File: src/common/spwm_params.svh
// Purpose: Offsets, field positions, reset values and timing counts of the PWM channel
// Assumes: APB with 32-bit data, one word per register
// Notes: Definitions only
`ifndef SPWM_PARAMS_SVH
`define SPWM_PARAMS_SVH

`define SPWM_OFF_MODE_CTRL 12'h000
`define SPWM_OFF_DUTY_UPPER 12'h004
`define SPWM_OFF_PERIOD_LIMIT 12'h008
`define SPWM_OFF_TIMER_CTRL 12'h00C
`define SPWM_OFF_TIMER_COUNT 12'h010
`define SPWM_OFF_DUTY_SHADOW 12'h014
`define SPWM_OFF_STATUS 12'h018

`define SPWM_MODE_LSB 0
`define SPWM_DLOW_LSB 4
`define SPWM_RUN_BIT 2
`define SPWM_PS_LSB 0
`define SPWM_FLAG_BIT 0
`define SPWM_MATCH_BIT 1
`define SPWM_ST_PIN_BIT 2
`define SPWM_ST_DIR_BIT 3

`define SPWM_RST_MODE 8'h00
`define SPWM_RST_DUTY 8'h00
`define SPWM_RST_PERIOD 8'hFF
`define SPWM_RST_TCTRL 8'h00
`define SPWM_RST_COUNT 8'h00

`define SPWM_OSC_PER_TICK 4
`define SPWM_CLK_PERIOD_NS 10

`endif

File: src/common/spwm_pkg.sv
// Purpose: Types shared by the PWM channel
// Assumes: Constants come from spwm_params.svh
// Notes: No constants here
package spwm_pkg;

   typedef enum logic [1:0] {
      SPWM_OFF,
      SPWM_PWM,
      SPWM_CAPTURE,
      SPWM_COMPARE
   } spwm_kind_t;

   typedef struct packed {
      logic [3:0] mode;
      logic [1:0] duty_low;
   } spwm_ctrl_t;

   typedef struct packed {
      logic run;
      logic [1:0] prescale;
   } spwm_tctrl_t;

endpackage

File: src/logic/spwm_channel.sv
// Purpose: Standard PWM channel with 8-bit period timer and 10-bit double-buffered duty
// Assumes: APB slave, one clock, sleep freezes state through the clock enable
// Notes: Capture and compare codes are decoded only; their engines live elsewhere
`timescale 1ns/1ps
`include "spwm_params.svh"

module spwm_channel (
   // Clock, reset, sleep gate
   input wire logic core_clk,
   input wire logic sys_rst,
   input wire logic clk_en,
   // APB slave
   input wire logic psel,
   input wire logic penable,
   input wire logic pwrite,
   input wire logic [11:0] paddr,
   input wire logic [31:0] pwdata,
   output logic [31:0] prdata,
   output logic pready,
   output logic pslverr,
   // Pin
   output logic pwm_output_pin,
   output logic pwm_output_oe,
   // Mode decode
   output logic [1:0] mode_kind
);

   spwm_pkg::spwm_ctrl_t ctrl_q;
   spwm_pkg::spwm_tctrl_t tctrl_q;
   logic [7:0] duty_upper_byte_q;
   logic [7:0] period_limit_q;
   logic [7:0] period_counter_q;
   logic [7:0] duty_shadow_q;
   logic [1:0] duty_latch_q;
   logic [1:0] osc_phase_q;
   logic [3:0] presc_q;
   logic timer_match_flag_q;
   logic match_flag_q;
   logic pin_q;
   logic pin_drive_q;
   logic [31:0] prdata_q;
   logic pready_q;
   logic pslverr_q;
   logic [1:0] kind_q;
   logic boundary_q;

   logic pwm_on;
   logic acc;
   logic wr;
   logic tick;
   logic boundary;
   logic [9:0] time_base;
   logic [9:0] duty_buf;
   logic [3:0] presc_max;
   logic [1:0] tb_low;
   logic mapped;
   logic [31:0] rd_word;
   logic wr_mode;
   logic wr_duty_upper;
   logic wr_limit;
   logic wr_tctrl;
   logic wr_count;
   logic wr_shadow;
   logic wr_status;
   logic duty_zero;
   logic [1:0] kind_d;
   logic pin_d;
   logic [7:0] period_counter_d;

   function automatic logic [1:0] decode_kind(input logic [3:0] m);
      logic [1:0] k;
      k = spwm_pkg::SPWM_OFF;
      if (m[3:2] == 2'b11) begin
         k = spwm_pkg::SPWM_PWM;
      end else if (m[3:2] == 2'b01) begin
         k = spwm_pkg::SPWM_CAPTURE;
      end else if (m[3:2] == 2'b10 || m == 4'h2) begin
         k = spwm_pkg::SPWM_COMPARE;
      end
      return k;
   endfunction

   function automatic logic is_addr(input logic [11:0] a, input logic [11:0] o);
      return a == o;
   endfunction

   // Prescale codes 1, 4, 16, 16 give terminal counts
   always_comb begin
      unique case (tctrl_q.prescale)
         2'b00: presc_max = 4'h0;
         2'b01: presc_max = 4'h3;
         default: presc_max = 4'hF;
      endcase
   end

   assign pwm_on = decode_kind(ctrl_q.mode) == spwm_pkg::SPWM_PWM;
   assign acc = psel && penable && !pready_q;
   assign wr = acc && pwrite;
   // Counter step: four oscillator phases, then prescaler
   assign tick = tctrl_q.run && (osc_phase_q == 2'(`SPWM_OSC_PER_TICK - 1)) && (presc_q == presc_max);
   assign boundary = tick && (period_counter_q == period_limit_q);
   assign time_base = {period_counter_q, tb_low};
   assign duty_buf = {duty_shadow_q, duty_latch_q};
   assign duty_zero = (duty_buf == 10'h000);

   // One strobe per register keeps the write decode in one place
   assign wr_mode = wr && is_addr(paddr, `SPWM_OFF_MODE_CTRL);
   assign wr_duty_upper = wr && is_addr(paddr, `SPWM_OFF_DUTY_UPPER);
   assign wr_limit = wr && is_addr(paddr, `SPWM_OFF_PERIOD_LIMIT);
   assign wr_tctrl = wr && is_addr(paddr, `SPWM_OFF_TIMER_CTRL);
   assign wr_count = wr && is_addr(paddr, `SPWM_OFF_TIMER_COUNT);
   assign wr_shadow = wr && is_addr(paddr, `SPWM_OFF_DUTY_SHADOW);
   assign wr_status = wr && is_addr(paddr, `SPWM_OFF_STATUS);

   // Low time-base bits step once per clock times prescale ratio
   // At 1:16 the upper prescaler pair, else the pulse would be four times short
   always_comb begin
      unique case (tctrl_q.prescale)
         2'b00: tb_low = osc_phase_q;
         2'b01: tb_low = presc_q[1:0];
         default: tb_low = presc_q[3:2];
      endcase
   end

   // Read word and address check share one decode
   // Unused or unaligned offsets answer with an error and read as zero
   always_comb begin
      rd_word = 32'h0000_0000;
      mapped = 1'b1;
      unique case (paddr)
         `SPWM_OFF_MODE_CTRL: begin
            rd_word = {26'h000_0000, ctrl_q.duty_low, ctrl_q.mode};
         end
         `SPWM_OFF_DUTY_UPPER: begin
            rd_word = {24'h00_0000, duty_upper_byte_q};
         end
         `SPWM_OFF_PERIOD_LIMIT: begin
            rd_word = {24'h00_0000, period_limit_q};
         end
         `SPWM_OFF_TIMER_CTRL: begin
            rd_word = {29'h0000_0000, tctrl_q.run, tctrl_q.prescale};
         end
         `SPWM_OFF_TIMER_COUNT: begin
            rd_word = {24'h00_0000, period_counter_q};
         end
         `SPWM_OFF_DUTY_SHADOW: begin
            rd_word = {24'h00_0000, duty_shadow_q};
         end
         `SPWM_OFF_STATUS: begin
            rd_word = {28'h000_0000, pin_drive_q, pin_q, match_flag_q, timer_match_flag_q};
         end
         default: begin
            mapped = 1'b0;
         end
      endcase
   end

   // Mode control; clock enable low stands for sleep
   always_ff @(posedge core_clk) begin
      if (sys_rst) begin
         ctrl_q <= '0;
      end else if (clk_en && wr_mode) begin
         ctrl_q.mode <= pwdata[`SPWM_MODE_LSB +: 4];
         ctrl_q.duty_low <= pwdata[`SPWM_DLOW_LSB +: 2];
      end
   end

   // Duty upper byte
   always_ff @(posedge core_clk) begin
      if (sys_rst) begin
         duty_upper_byte_q <= `SPWM_RST_DUTY;
      end else if (clk_en && wr_duty_upper) begin
         duty_upper_byte_q <= pwdata[7:0];
      end
   end

   // Period limit
   always_ff @(posedge core_clk) begin
      if (sys_rst) begin
         period_limit_q <= `SPWM_RST_PERIOD;
      end else if (clk_en && wr_limit) begin
         period_limit_q <= pwdata[7:0];
      end
   end

   // Timer control
   always_ff @(posedge core_clk) begin
      if (sys_rst) begin
         tctrl_q <= '0;
      end else if (clk_en && wr_tctrl) begin
         tctrl_q.run <= pwdata[`SPWM_RUN_BIT];
         tctrl_q.prescale <= pwdata[`SPWM_PS_LSB +: 2];
      end
   end

   // Pin direction bit, software-owned; enable after flag
   always_ff @(posedge core_clk) begin
      if (sys_rst) begin
         pin_drive_q <= 1'b0;
      end else if (clk_en && wr_status) begin
         pin_drive_q <= pwdata[`SPWM_ST_DIR_BIT];
      end
   end

   // Oscillator phase
   always_ff @(posedge core_clk) begin
      if (sys_rst) begin
         osc_phase_q <= 2'b00;
      end else if (clk_en && tctrl_q.run) begin
         osc_phase_q <= osc_phase_q + 2'b01;
      end
   end

   // Prescaler, stepped once per four phases
   always_ff @(posedge core_clk) begin
      if (sys_rst) begin
         presc_q <= 4'h0;
      end else if (clk_en && tctrl_q.run && osc_phase_q == 2'(`SPWM_OSC_PER_TICK - 1)) begin
         presc_q <= (presc_q == presc_max) ? 4'h0 : presc_q + 4'h1;
      end
   end

   // Counter next value; a software load wins over the wrap and the step
   always_comb begin
      period_counter_d = period_counter_q;
      if (wr_count) begin
         period_counter_d = pwdata[7:0];
      end else if (boundary) begin
         period_counter_d = 8'h00;
      end else if (tick) begin
         period_counter_d = period_counter_q + 8'h01;
      end
   end

   always_ff @(posedge core_clk) begin
      if (sys_rst) begin
         period_counter_q <= `SPWM_RST_COUNT;
      end else if (clk_en) begin
         period_counter_q <= period_counter_d;
      end
   end

   // Duty double buffer; shadow loads at boundary in PWM mode, or from a write outside PWM mode
   always_ff @(posedge core_clk) begin
      if (sys_rst) begin
         duty_shadow_q <= 8'h00;
         duty_latch_q <= 2'b00;
      end else if (clk_en) begin
         if (boundary && pwm_on) begin
            duty_shadow_q <= duty_upper_byte_q;
            duty_latch_q <= ctrl_q.duty_low;
         end else if (!pwm_on && wr_shadow) begin
            duty_shadow_q <= pwdata[7:0];
         end
      end
   end

   // Pin set one clock after the wrap, when the time base reads zero
   // Setting it at the wrap itself would stretch every pulse by one clock
   always_ff @(posedge core_clk) begin
      if (sys_rst) begin
         boundary_q <= 1'b0;
      end else if (clk_en) begin
         boundary_q <= boundary && pwm_on;
      end
   end

   // Pin next level
   always_comb begin
      pin_d = pin_q;
      if (ctrl_q.mode == 4'h0) begin
         pin_d = 1'b0;
      end else if (pwm_on) begin
         if (boundary_q) begin
            pin_d = !duty_zero;
         end else if (tctrl_q.run && time_base == duty_buf) begin
            pin_d = 1'b0;
         end
      end
   end

   always_ff @(posedge core_clk) begin
      if (sys_rst) begin
         pin_q <= 1'b0;
      end else if (clk_en) begin
         pin_q <= pin_d;
      end
   end

   // Timer flag: hardware set beats software clear
   always_ff @(posedge core_clk) begin
      if (sys_rst) begin
         timer_match_flag_q <= 1'b0;
      end else if (clk_en) begin
         if (boundary) begin
            timer_match_flag_q <= 1'b1;
         end else if (wr_status && pwdata[`SPWM_FLAG_BIT]) begin
            timer_match_flag_q <= 1'b0;
         end
      end
   end

   // Match flag; the capture and compare engines elsewhere would set it
   always_ff @(posedge core_clk) begin
      if (sys_rst) begin
         match_flag_q <= 1'b0;
      end else if (clk_en && wr_status && pwdata[`SPWM_MATCH_BIT]) begin
         match_flag_q <= 1'b0;
      end
   end

   // APB answer: one wait state, then pready
   always_ff @(posedge core_clk) begin
      if (sys_rst) begin
         pready_q <= 1'b0;
         pslverr_q <= 1'b0;
      end else if (clk_en) begin
         pready_q <= acc;
         pslverr_q <= acc && !mapped;
      end
   end

   // Read data stands with pready only, zero otherwise
   always_ff @(posedge core_clk) begin
      if (sys_rst) begin
         prdata_q <= 32'h0000_0000;
      end else if (clk_en) begin
         if (acc && !pwrite) begin
            prdata_q <= rd_word;
         end else begin
            prdata_q <= 32'h0000_0000;
         end
      end
   end

   // Mode kind, registered so the output comes from a flop
   always_comb begin
      kind_d = decode_kind(ctrl_q.mode);
   end

   always_ff @(posedge core_clk) begin
      if (sys_rst) begin
         kind_q <= 2'b00;
      end else if (clk_en) begin
         kind_q <= kind_d;
      end
   end

   assign prdata = prdata_q;
   assign pready = pready_q;
   assign pslverr = pslverr_q;
   assign pwm_output_pin = pin_q;
   assign pwm_output_oe = pin_drive_q;
   assign mode_kind = kind_q;

endmodule // spwm_channel

File: config.mk
export PLATFORM = sky130hd
export DESIGN_NAME = spwm_channel
export DESIGN_NICKNAME = d
export VERILOG_FILES = /design/src/common/spwm_pkg.sv /design/src/logic/spwm_channel.sv
export VERILOG_INCLUDE_DIRS = /design/src /design/src/common
export SDC_FILE = /design/constraint.sdc
export NUM_CORES = 1
export LEC_CHECK = 0
export BUFFER_PORTS_ARGS = -buffer_cell sky130_fd_sc_hd__buf_2
export CAP_MARGIN = 40
export CORE_UTILIZATION = 50
export DETAILED_ROUTE_END_ITERATION = 8
export PLACE_DENSITY = 0.82
export SKIP_CTS_REPAIR_TIMING = 1
export SLEW_MARGIN = 20
export SYNTH_ARGS = -nofsm -noshare
export SYNTH_HDL_FRONTEND = slang
export SYNTH_SLANG_ARGS = --single-unit
File: constraint.sdc
create_clock -name core_clk -period 2.3 [get_ports core_clk]
set_clock_uncertainty 0.05 [all_clocks]
set_input_delay 0.115 -clock core_clk [delete_from_list [all_inputs] [get_ports core_clk]]
set_output_delay 0.115 -clock core_clk [all_outputs]
set_load 0.01 [all_outputs]
==> metrics, run 1 <==
status finished clean; minimum clock period 2.16 ns; count leader, synth dfxtp_1; DR WL/cell 16.9 um; clk sinks 65; Initial Utilization 0.517; sequential area share after synthesis 0.347; Simple-Gate Fraction of Synth Area 0.227; die width 88.6 um; clk_lat worst skew 0.35 ns; Critical Path RT 2.51 ns; Core Region 0.00725 mm^2; CTS tree built; number of synthesized flops with an enable pin 0; XOR/XNOR Fraction of Synth Area 0.0584; NetSw 0.540 mW; H-tree depth 3; metal3 WL 862 um; Comb pwr share 0.072; drt via density 5.88; Post-synth top cells 65 x dfxtp_1, 56 x nor2_1, 37 x mux2i_1, 36 x nand2_1, 27 x clkbuf_1; Cell Pwr Density 514 mW/mm^2; slew margin rel. 0.618; clock group share of total power 0.406; initial antenna violation count 0; Slew @ Worst Pin 0.572 ns; clk slew on worst S/H paths 0.07 ns; die footprint 0.00785 mm^2; largest family of logic cells by synthesized area simple AND/OR/NAND/NOR gates; CP max stage delay 0.39 ns; Area growth, synth to finish 12.2%; TNS Setup 0 ns; max layer used met4; row count 31; synth top area cells dfxtp_1 35%, mux2i_1 9.9%, nor2_1 5.6%; Synth top area share 0.347; TritonRoute pass-1 iters 5; nets 533; Mapped Cells 439; Yosys warning total 0; Distinct cells, synth 56; Iteration-0 DRC Markers 362; mapped cell area 0.00375 mm^2; Final setup viols 0; number of remaining DRC errors 0; Post-Synth Adder-Cell Area 0.0100; Routed Antenna Nets 0; gr usage total 0.254; CTS Buffer Depth 2; fillers 624; crit path kind reg2reg; Synth Area in Compound Gates 0.142; antenna cells 0; port bufs 39; GP Congestion 0.960; fmax 463 MHz; Slew Viols, Final 0; sequence of cells on the critical path nor4b_4, o211ai_2, a2111oi_4, buf_4, a41o_4, nor2_1, a211oi_1; DIE HEIGHT 88.6 um; total I/O pin count 88; CP endpoint kind flip-flop; global route overflow 0; register share of total power 0.522; Post-DP HPWL 7.06 mm; fin crit share 0.939; dominant cell type by area after synthesis dfxtp_1; Clock Tree Root clkbuf_8; Startpoint Class flip-flop; CP arrival 2.37 ns; Leak Pwr 1.68 nW; #FFs+latches synth 65; layout cells sized above 1 0.192; Hold Violations, Final 0; Hold WC Path Type in2reg; largest net degree at the start of global routing 50; met2 routed WL 4.46 mm; syn_area_per_cell 8.54 um^2; sw frac 0.250; post-synthesis mux area share 0.117; Max Cap Viol 0; Internal 1.62 mW; asr flop ratio synth 0; CTS Buf Count 9; first-pass GRT wire length 14.8 mm; routed metal-1 wire length 4.06 mm; Top FF cell, synth dfxtp_1; CP Max Fanout 11; Max stage delay cell, worst path a2111oi_4; maximum vdd drop 315 uV; final wirelength 9.89 mm; via count 3435; Final Power 2.16 mW; vias in the first global route 3052
[power by group through the flow]
stage	Combinational [mW]	Sequential, mW	Clock [mW]
CTS	0.147	1.13	0.883
floorplan	0.119	1.16	0
detailed placement	0.147	1.15	0
finish	0.156	1.13	0.879
global placement	0.144	1.15	0
global route	0.169	1.13	0.947
[layout make-up]
cell class	instances	area, um^2	share of cell area
Clock buffer	13	159	0.0378
Inverter	6	22.5	0.00535
Timing Repair Buffer	64	408	0.0969
Tap cell	99	124	0.0294
Multi-Input combinational cell	334	2180	0.518
Clock inverter	3	15.0	0.00357
Sequential cell	65	1300	0.309
[worst paths after layout]
check | startpoint | endpoint | slack (ns) | cells past startpoint
worst min register to register | prdata[2] | prdata[2] | 0.43 | 2
worst max-delay path | presc_q[3] | duty_shadow_q[4] | 0.14 | 7
worst max register to register | presc_q[3] | duty_shadow_q[4] | 0.14 | 7
worst min-delay path | pwdata[7] | period_limit_q[7] | 0.009 | 3
[stage by stage]
step	instances	util	hold slack (ns)	worst slack (ns)	area (um^2)
global route	584	0.580	0.00931	-0.0195	4210
global placement	562	0.548	0.351	0.190	3970
floorplan	462	-	0.186	0.250	3840
detailed placement	562	0.548	0.368	0.109	3970
finish	584	0.580	0.00906	0.140	4210
CTS	578	0.572	-0.000275	0.0918	4150
[placed cells by master (no fill, tap or decap), types with 3 or more instances in the layout]
| cell | synthesis | layout |
|---|---|---|
| mux2i_1 | 37 | 37 |
| a211oi_1 | 8 | 8 |
| conb_1 | 1 | 24 |
| nor2b_1 | 3 | 3 |
| nor3_1 | 14 | 14 |
| dfxtp_1 | 65 | 65 |
| xor2_1 | 8 | 8 |
| inv_1 | 6 | 6 |
| nand3_1 | 13 | 13 |
| nand2_1 | 36 | 36 |
| and2_1 | 4 | 4 |
| a221oi_1 | 7 | 7 |
| nand4_1 | 4 | 4 |
| clkbuf_8 | 0 | 11 |
| mux4_2 | 3 | 3 |
| nor4_1 | 4 | 4 |
| o21ai_0 | 15 | 15 |
| buf_2 | 1 | 39 |
| xnor2_1 | 17 | 17 |
| nor2_1 | 56 | 56 |
| and3_1 | 7 | 7 |
| clkinv_2 | 0 | 3 |
| buf_4 | 24 | 23 |
| or3_1 | 3 | 3 |
| a22oi_1 | 10 | 10 |
| ha_1 | 3 | 3 |
| a21oi_1 | 16 | 16 |
| nand3b_1 | 7 | 7 |
| nor4b_1 | 3 | 3 |
[per-layer routing]
layer	vias to the layer above	global-route usage
li1	1587	-
met1	1617	0.315
met2	187	0.399
met3	44	0.0634
met4	0	0.155
met5	-	0
[critical path: cells and delay by family, from the launching register on]
kind            cells  cell delay, ns
buf+inv             1            0.26
flops               1            0.38
compound gates      4            1.03
simple gates        2            0.36
[sequential cells by signal (all words and copies together), names as in the netlist]
register            count
duty_shadow_q           8
duty_upper_byte_q       8
period_counter_q        8
period_limit_q          8
prdata                  8
ctrl_q                  6
presc_q                 4
tctrl_q                 3
duty_latch_q            2
mode_kind               2
osc_phase_q             2
boundary_q              1
pready                  1
pslverr                 1
pwm_output_oe           1
pwm_output_pin          1
timer_match_flag_q      1
[cell families after synthesis]
group | count (synthesis)
other | 1
buffers and inverters | 64
AND/OR/NAND/NOR | 168
flip-flops | 65
XOR/XNOR | 25
AO/OA/AOI/OAI | 73
adder cells (fa/ha/maj) | 3
multiplexers | 40
Note: power is estimated with default switching activity, not from simulation.
==> run 2: changes to the inputs <==
--- a/config.mk
+++ b/config.mk
@@ -6,12 +6,12 @@
 export SDC_FILE = /design/constraint.sdc
 export NUM_CORES = 1
 export LEC_CHECK = 0
+export ABC_AREA = 1
 export BUFFER_PORTS_ARGS = -buffer_cell sky130_fd_sc_hd__buf_2
 export CAP_MARGIN = 40
 export CORE_UTILIZATION = 50
 export DETAILED_ROUTE_END_ITERATION = 8
 export PLACE_DENSITY = 0.82
-export SKIP_CTS_REPAIR_TIMING = 1
 export SLEW_MARGIN = 20
 export SYNTH_ARGS = -nofsm -noshare
 export SYNTH_HDL_FRONTEND = slang
==> metrics, run 2 <==
Initial Utilization 0.524; Iteration-0 DRC Markers 243; antenna cells 0; CP max stage delay 0.38 ns; count leader, synth nand2_1; max layer used met4; area occupied by multi-input gates 0.00212 mm^2; Clock Tree Root clkbuf_8; mapped cell area 0.00386 mm^2; die width 89.9 um; TritonRoute pass-1 iters 5; dominant cell type by area after synthesis dfxtp_1; maximum vdd drop 262 uV; Routed Antenna Nets 0; DR WL/cell 14.9 um; area post-placement 0.00406 mm^2; Yosys warning total 0; Hold WC Path Type in2reg; worst hold slack 0.0146 ns; asr flop ratio synth 0; Leak Pwr 1.90 nW; clk sinks 65; total I/O pin count 88; TNS Setup 0 ns; gr usage total 0.270; via count 3852; Max Cap Viol 0; GP Congestion 0.939; routed metal-1 wire length 4.76 mm; fmax 501 MHz; clk slew on worst S/H paths 0.07 ns; most frequent cells in the layout 116 x nand2_1, 65 x dfxtp_1, 64 x nor2_1; DIE HEIGHT 89.9 um; row count 31; sequence of cells on the critical path ha_1, inv_1, nor2_2, inv_1, nor2_1, nand3_2, nand2_2, inv_2, nor2_1, nor2_1; final core utilization 0.581; Distinct cells, synth 43; Top FF cell, synth dfxtp_1; first-pass GRT wire length 17.2 mm; status finished clean; drt via density 5.42; Slew Viols, Final 0; CP arrival 2.18 ns; met2 routed WL 4.85 mm; CTS Buf Count 9; syn_area_per_cell 6.78 um^2; metal3 WL 632 um; commonest non-fill, non-tap cell in the layout nand2_1; CTS Buffer Depth 2; Final setup viols 0; Critical path buffers and inverters 3; Post-DP HPWL 7.97 mm; minimum clock period 2.00 ns; largest net degree at the start of global routing 31; Startpoint Class flip-flop; port bufs 39; synth top area cells dfxtp_1 34%, nand2_1 11%, nor2_1 6.2%; CP Max Fanout 9; nets 662; Final Power 2.35 mW; Crit path top cell by count nor2_1; Core Region 0.00737 mm^2; fillers 725; CTS tree built; sequential area share after synthesis 0.337; Reg area 0.00130 mm^2; initial antenna violation count 0; clk_lat worst skew 0.35 ns; Post-synth top cells 116 x nand2_1, 65 x dfxtp_1, 64 x nor2_1, 57 x inv_1, 45 x o21ai_0; final instance area 0.00428 mm^2; # resized after CTS 0; Hold Violations, Final 0; CP endpoint kind flip-flop; Mapped Cells 570; layout cells sized above 1 0.155; global route overflow 0; die footprint 0.00809 mm^2; final wirelength 10.6 mm; Cell Pwr Density 549 mW/mm^2; vias in the first global route 3480; number of synthesized flops with an enable pin 0; Critical Path RT 2.48 ns; crit-path leading delay family simple AND/OR/NAND/NOR gates; Max stage delay cell, worst path dfxtp_1; Synth top area share 0.337; H-tree depth 3; crit path kind reg2reg; RSZ-0062 raised after global routing no; #FFs+latches synth 65; number of remaining DRC errors 0; fin crit share 0.868; Area growth, synth to finish 10.8%
==> run 2: worst paths after layout <==
kind / start / end / slack [ns] / cells past startpoint
setup reg to reg: osc_phase_q[0] / duty_shadow_q[6] / 0.30 / 10
hold / removal: pwdata[1] / period_counter_q[1] / 0.01 / 3
setup / recovery: osc_phase_q[0] / duty_shadow_q[6] / 0.30 / 10
hold reg to reg: prdata[6] / prdata[6] / 0.41 / 2
==> run 2: layer usage <==
metal	track usage	vias to the layer above
li1	-	1911
met1	0.352	1742
met2	0.435	172
met3	0.0423	27
met4	0.132	0
met5	0	-
==> run 2: power by group <==
group          internal, mW  switching, mW  leakage [nW]
sequential             1.13        0.00198         0.524
combinational        0.0370         0.0976          1.27
clock                 0.656          0.430         0.111
==> run 2: kinds of logic (layout without fill, tap and decap cells) <==
group,count (synthesis),count (layout),synth area share
and+or+nand+nor,267,267,0.319
AOI/OAI and AO/OA,117,117,0.176
buffers and inverters,108,127,0.137
DFF,65,65,0.337
xor gates and xnor gates,9,9,0.0204
adders and majority gates,3,3,0.00971
other,1,24,0.000970
==> run 2: layout make-up <==
| class | count | area share |
|---|---|---|
| inverter | 65 | 0.0570 |
| tap | 99 | 0.0289 |
| clock inverter | 3 | 0.0152 |
| clock buffer | 11 | 0.0353 |
| sequential | 65 | 0.304 |
| timing repair buffer | 48 | 0.0648 |
| multi-input combinational | 420 | 0.495 |
==> run 2: stage by stage <==
step           setup slack [ns]  cells
2_1_floorplan             0.632    593
3_3_place_gp              0.439    696
3_5_place_dp              0.369    696
4_1_cts                   0.322    711
5_1_grt                   0.119    711
6_report                  0.305    711
==> run 2: what timing repair did <==
item | CTS | global route
setup buffers | 0 | 0
hold endpoints to repair | 1 | 0
hold buffers | 1 | 0
==> run 2: worst register-to-register path, delay by kind of cell (launching register included) <==
kind	cells	cell delay, ns
simple gates	6	0.93
flops	1	0.38
buf+inv	3	0.33
fa+ha+maj	1	0.19
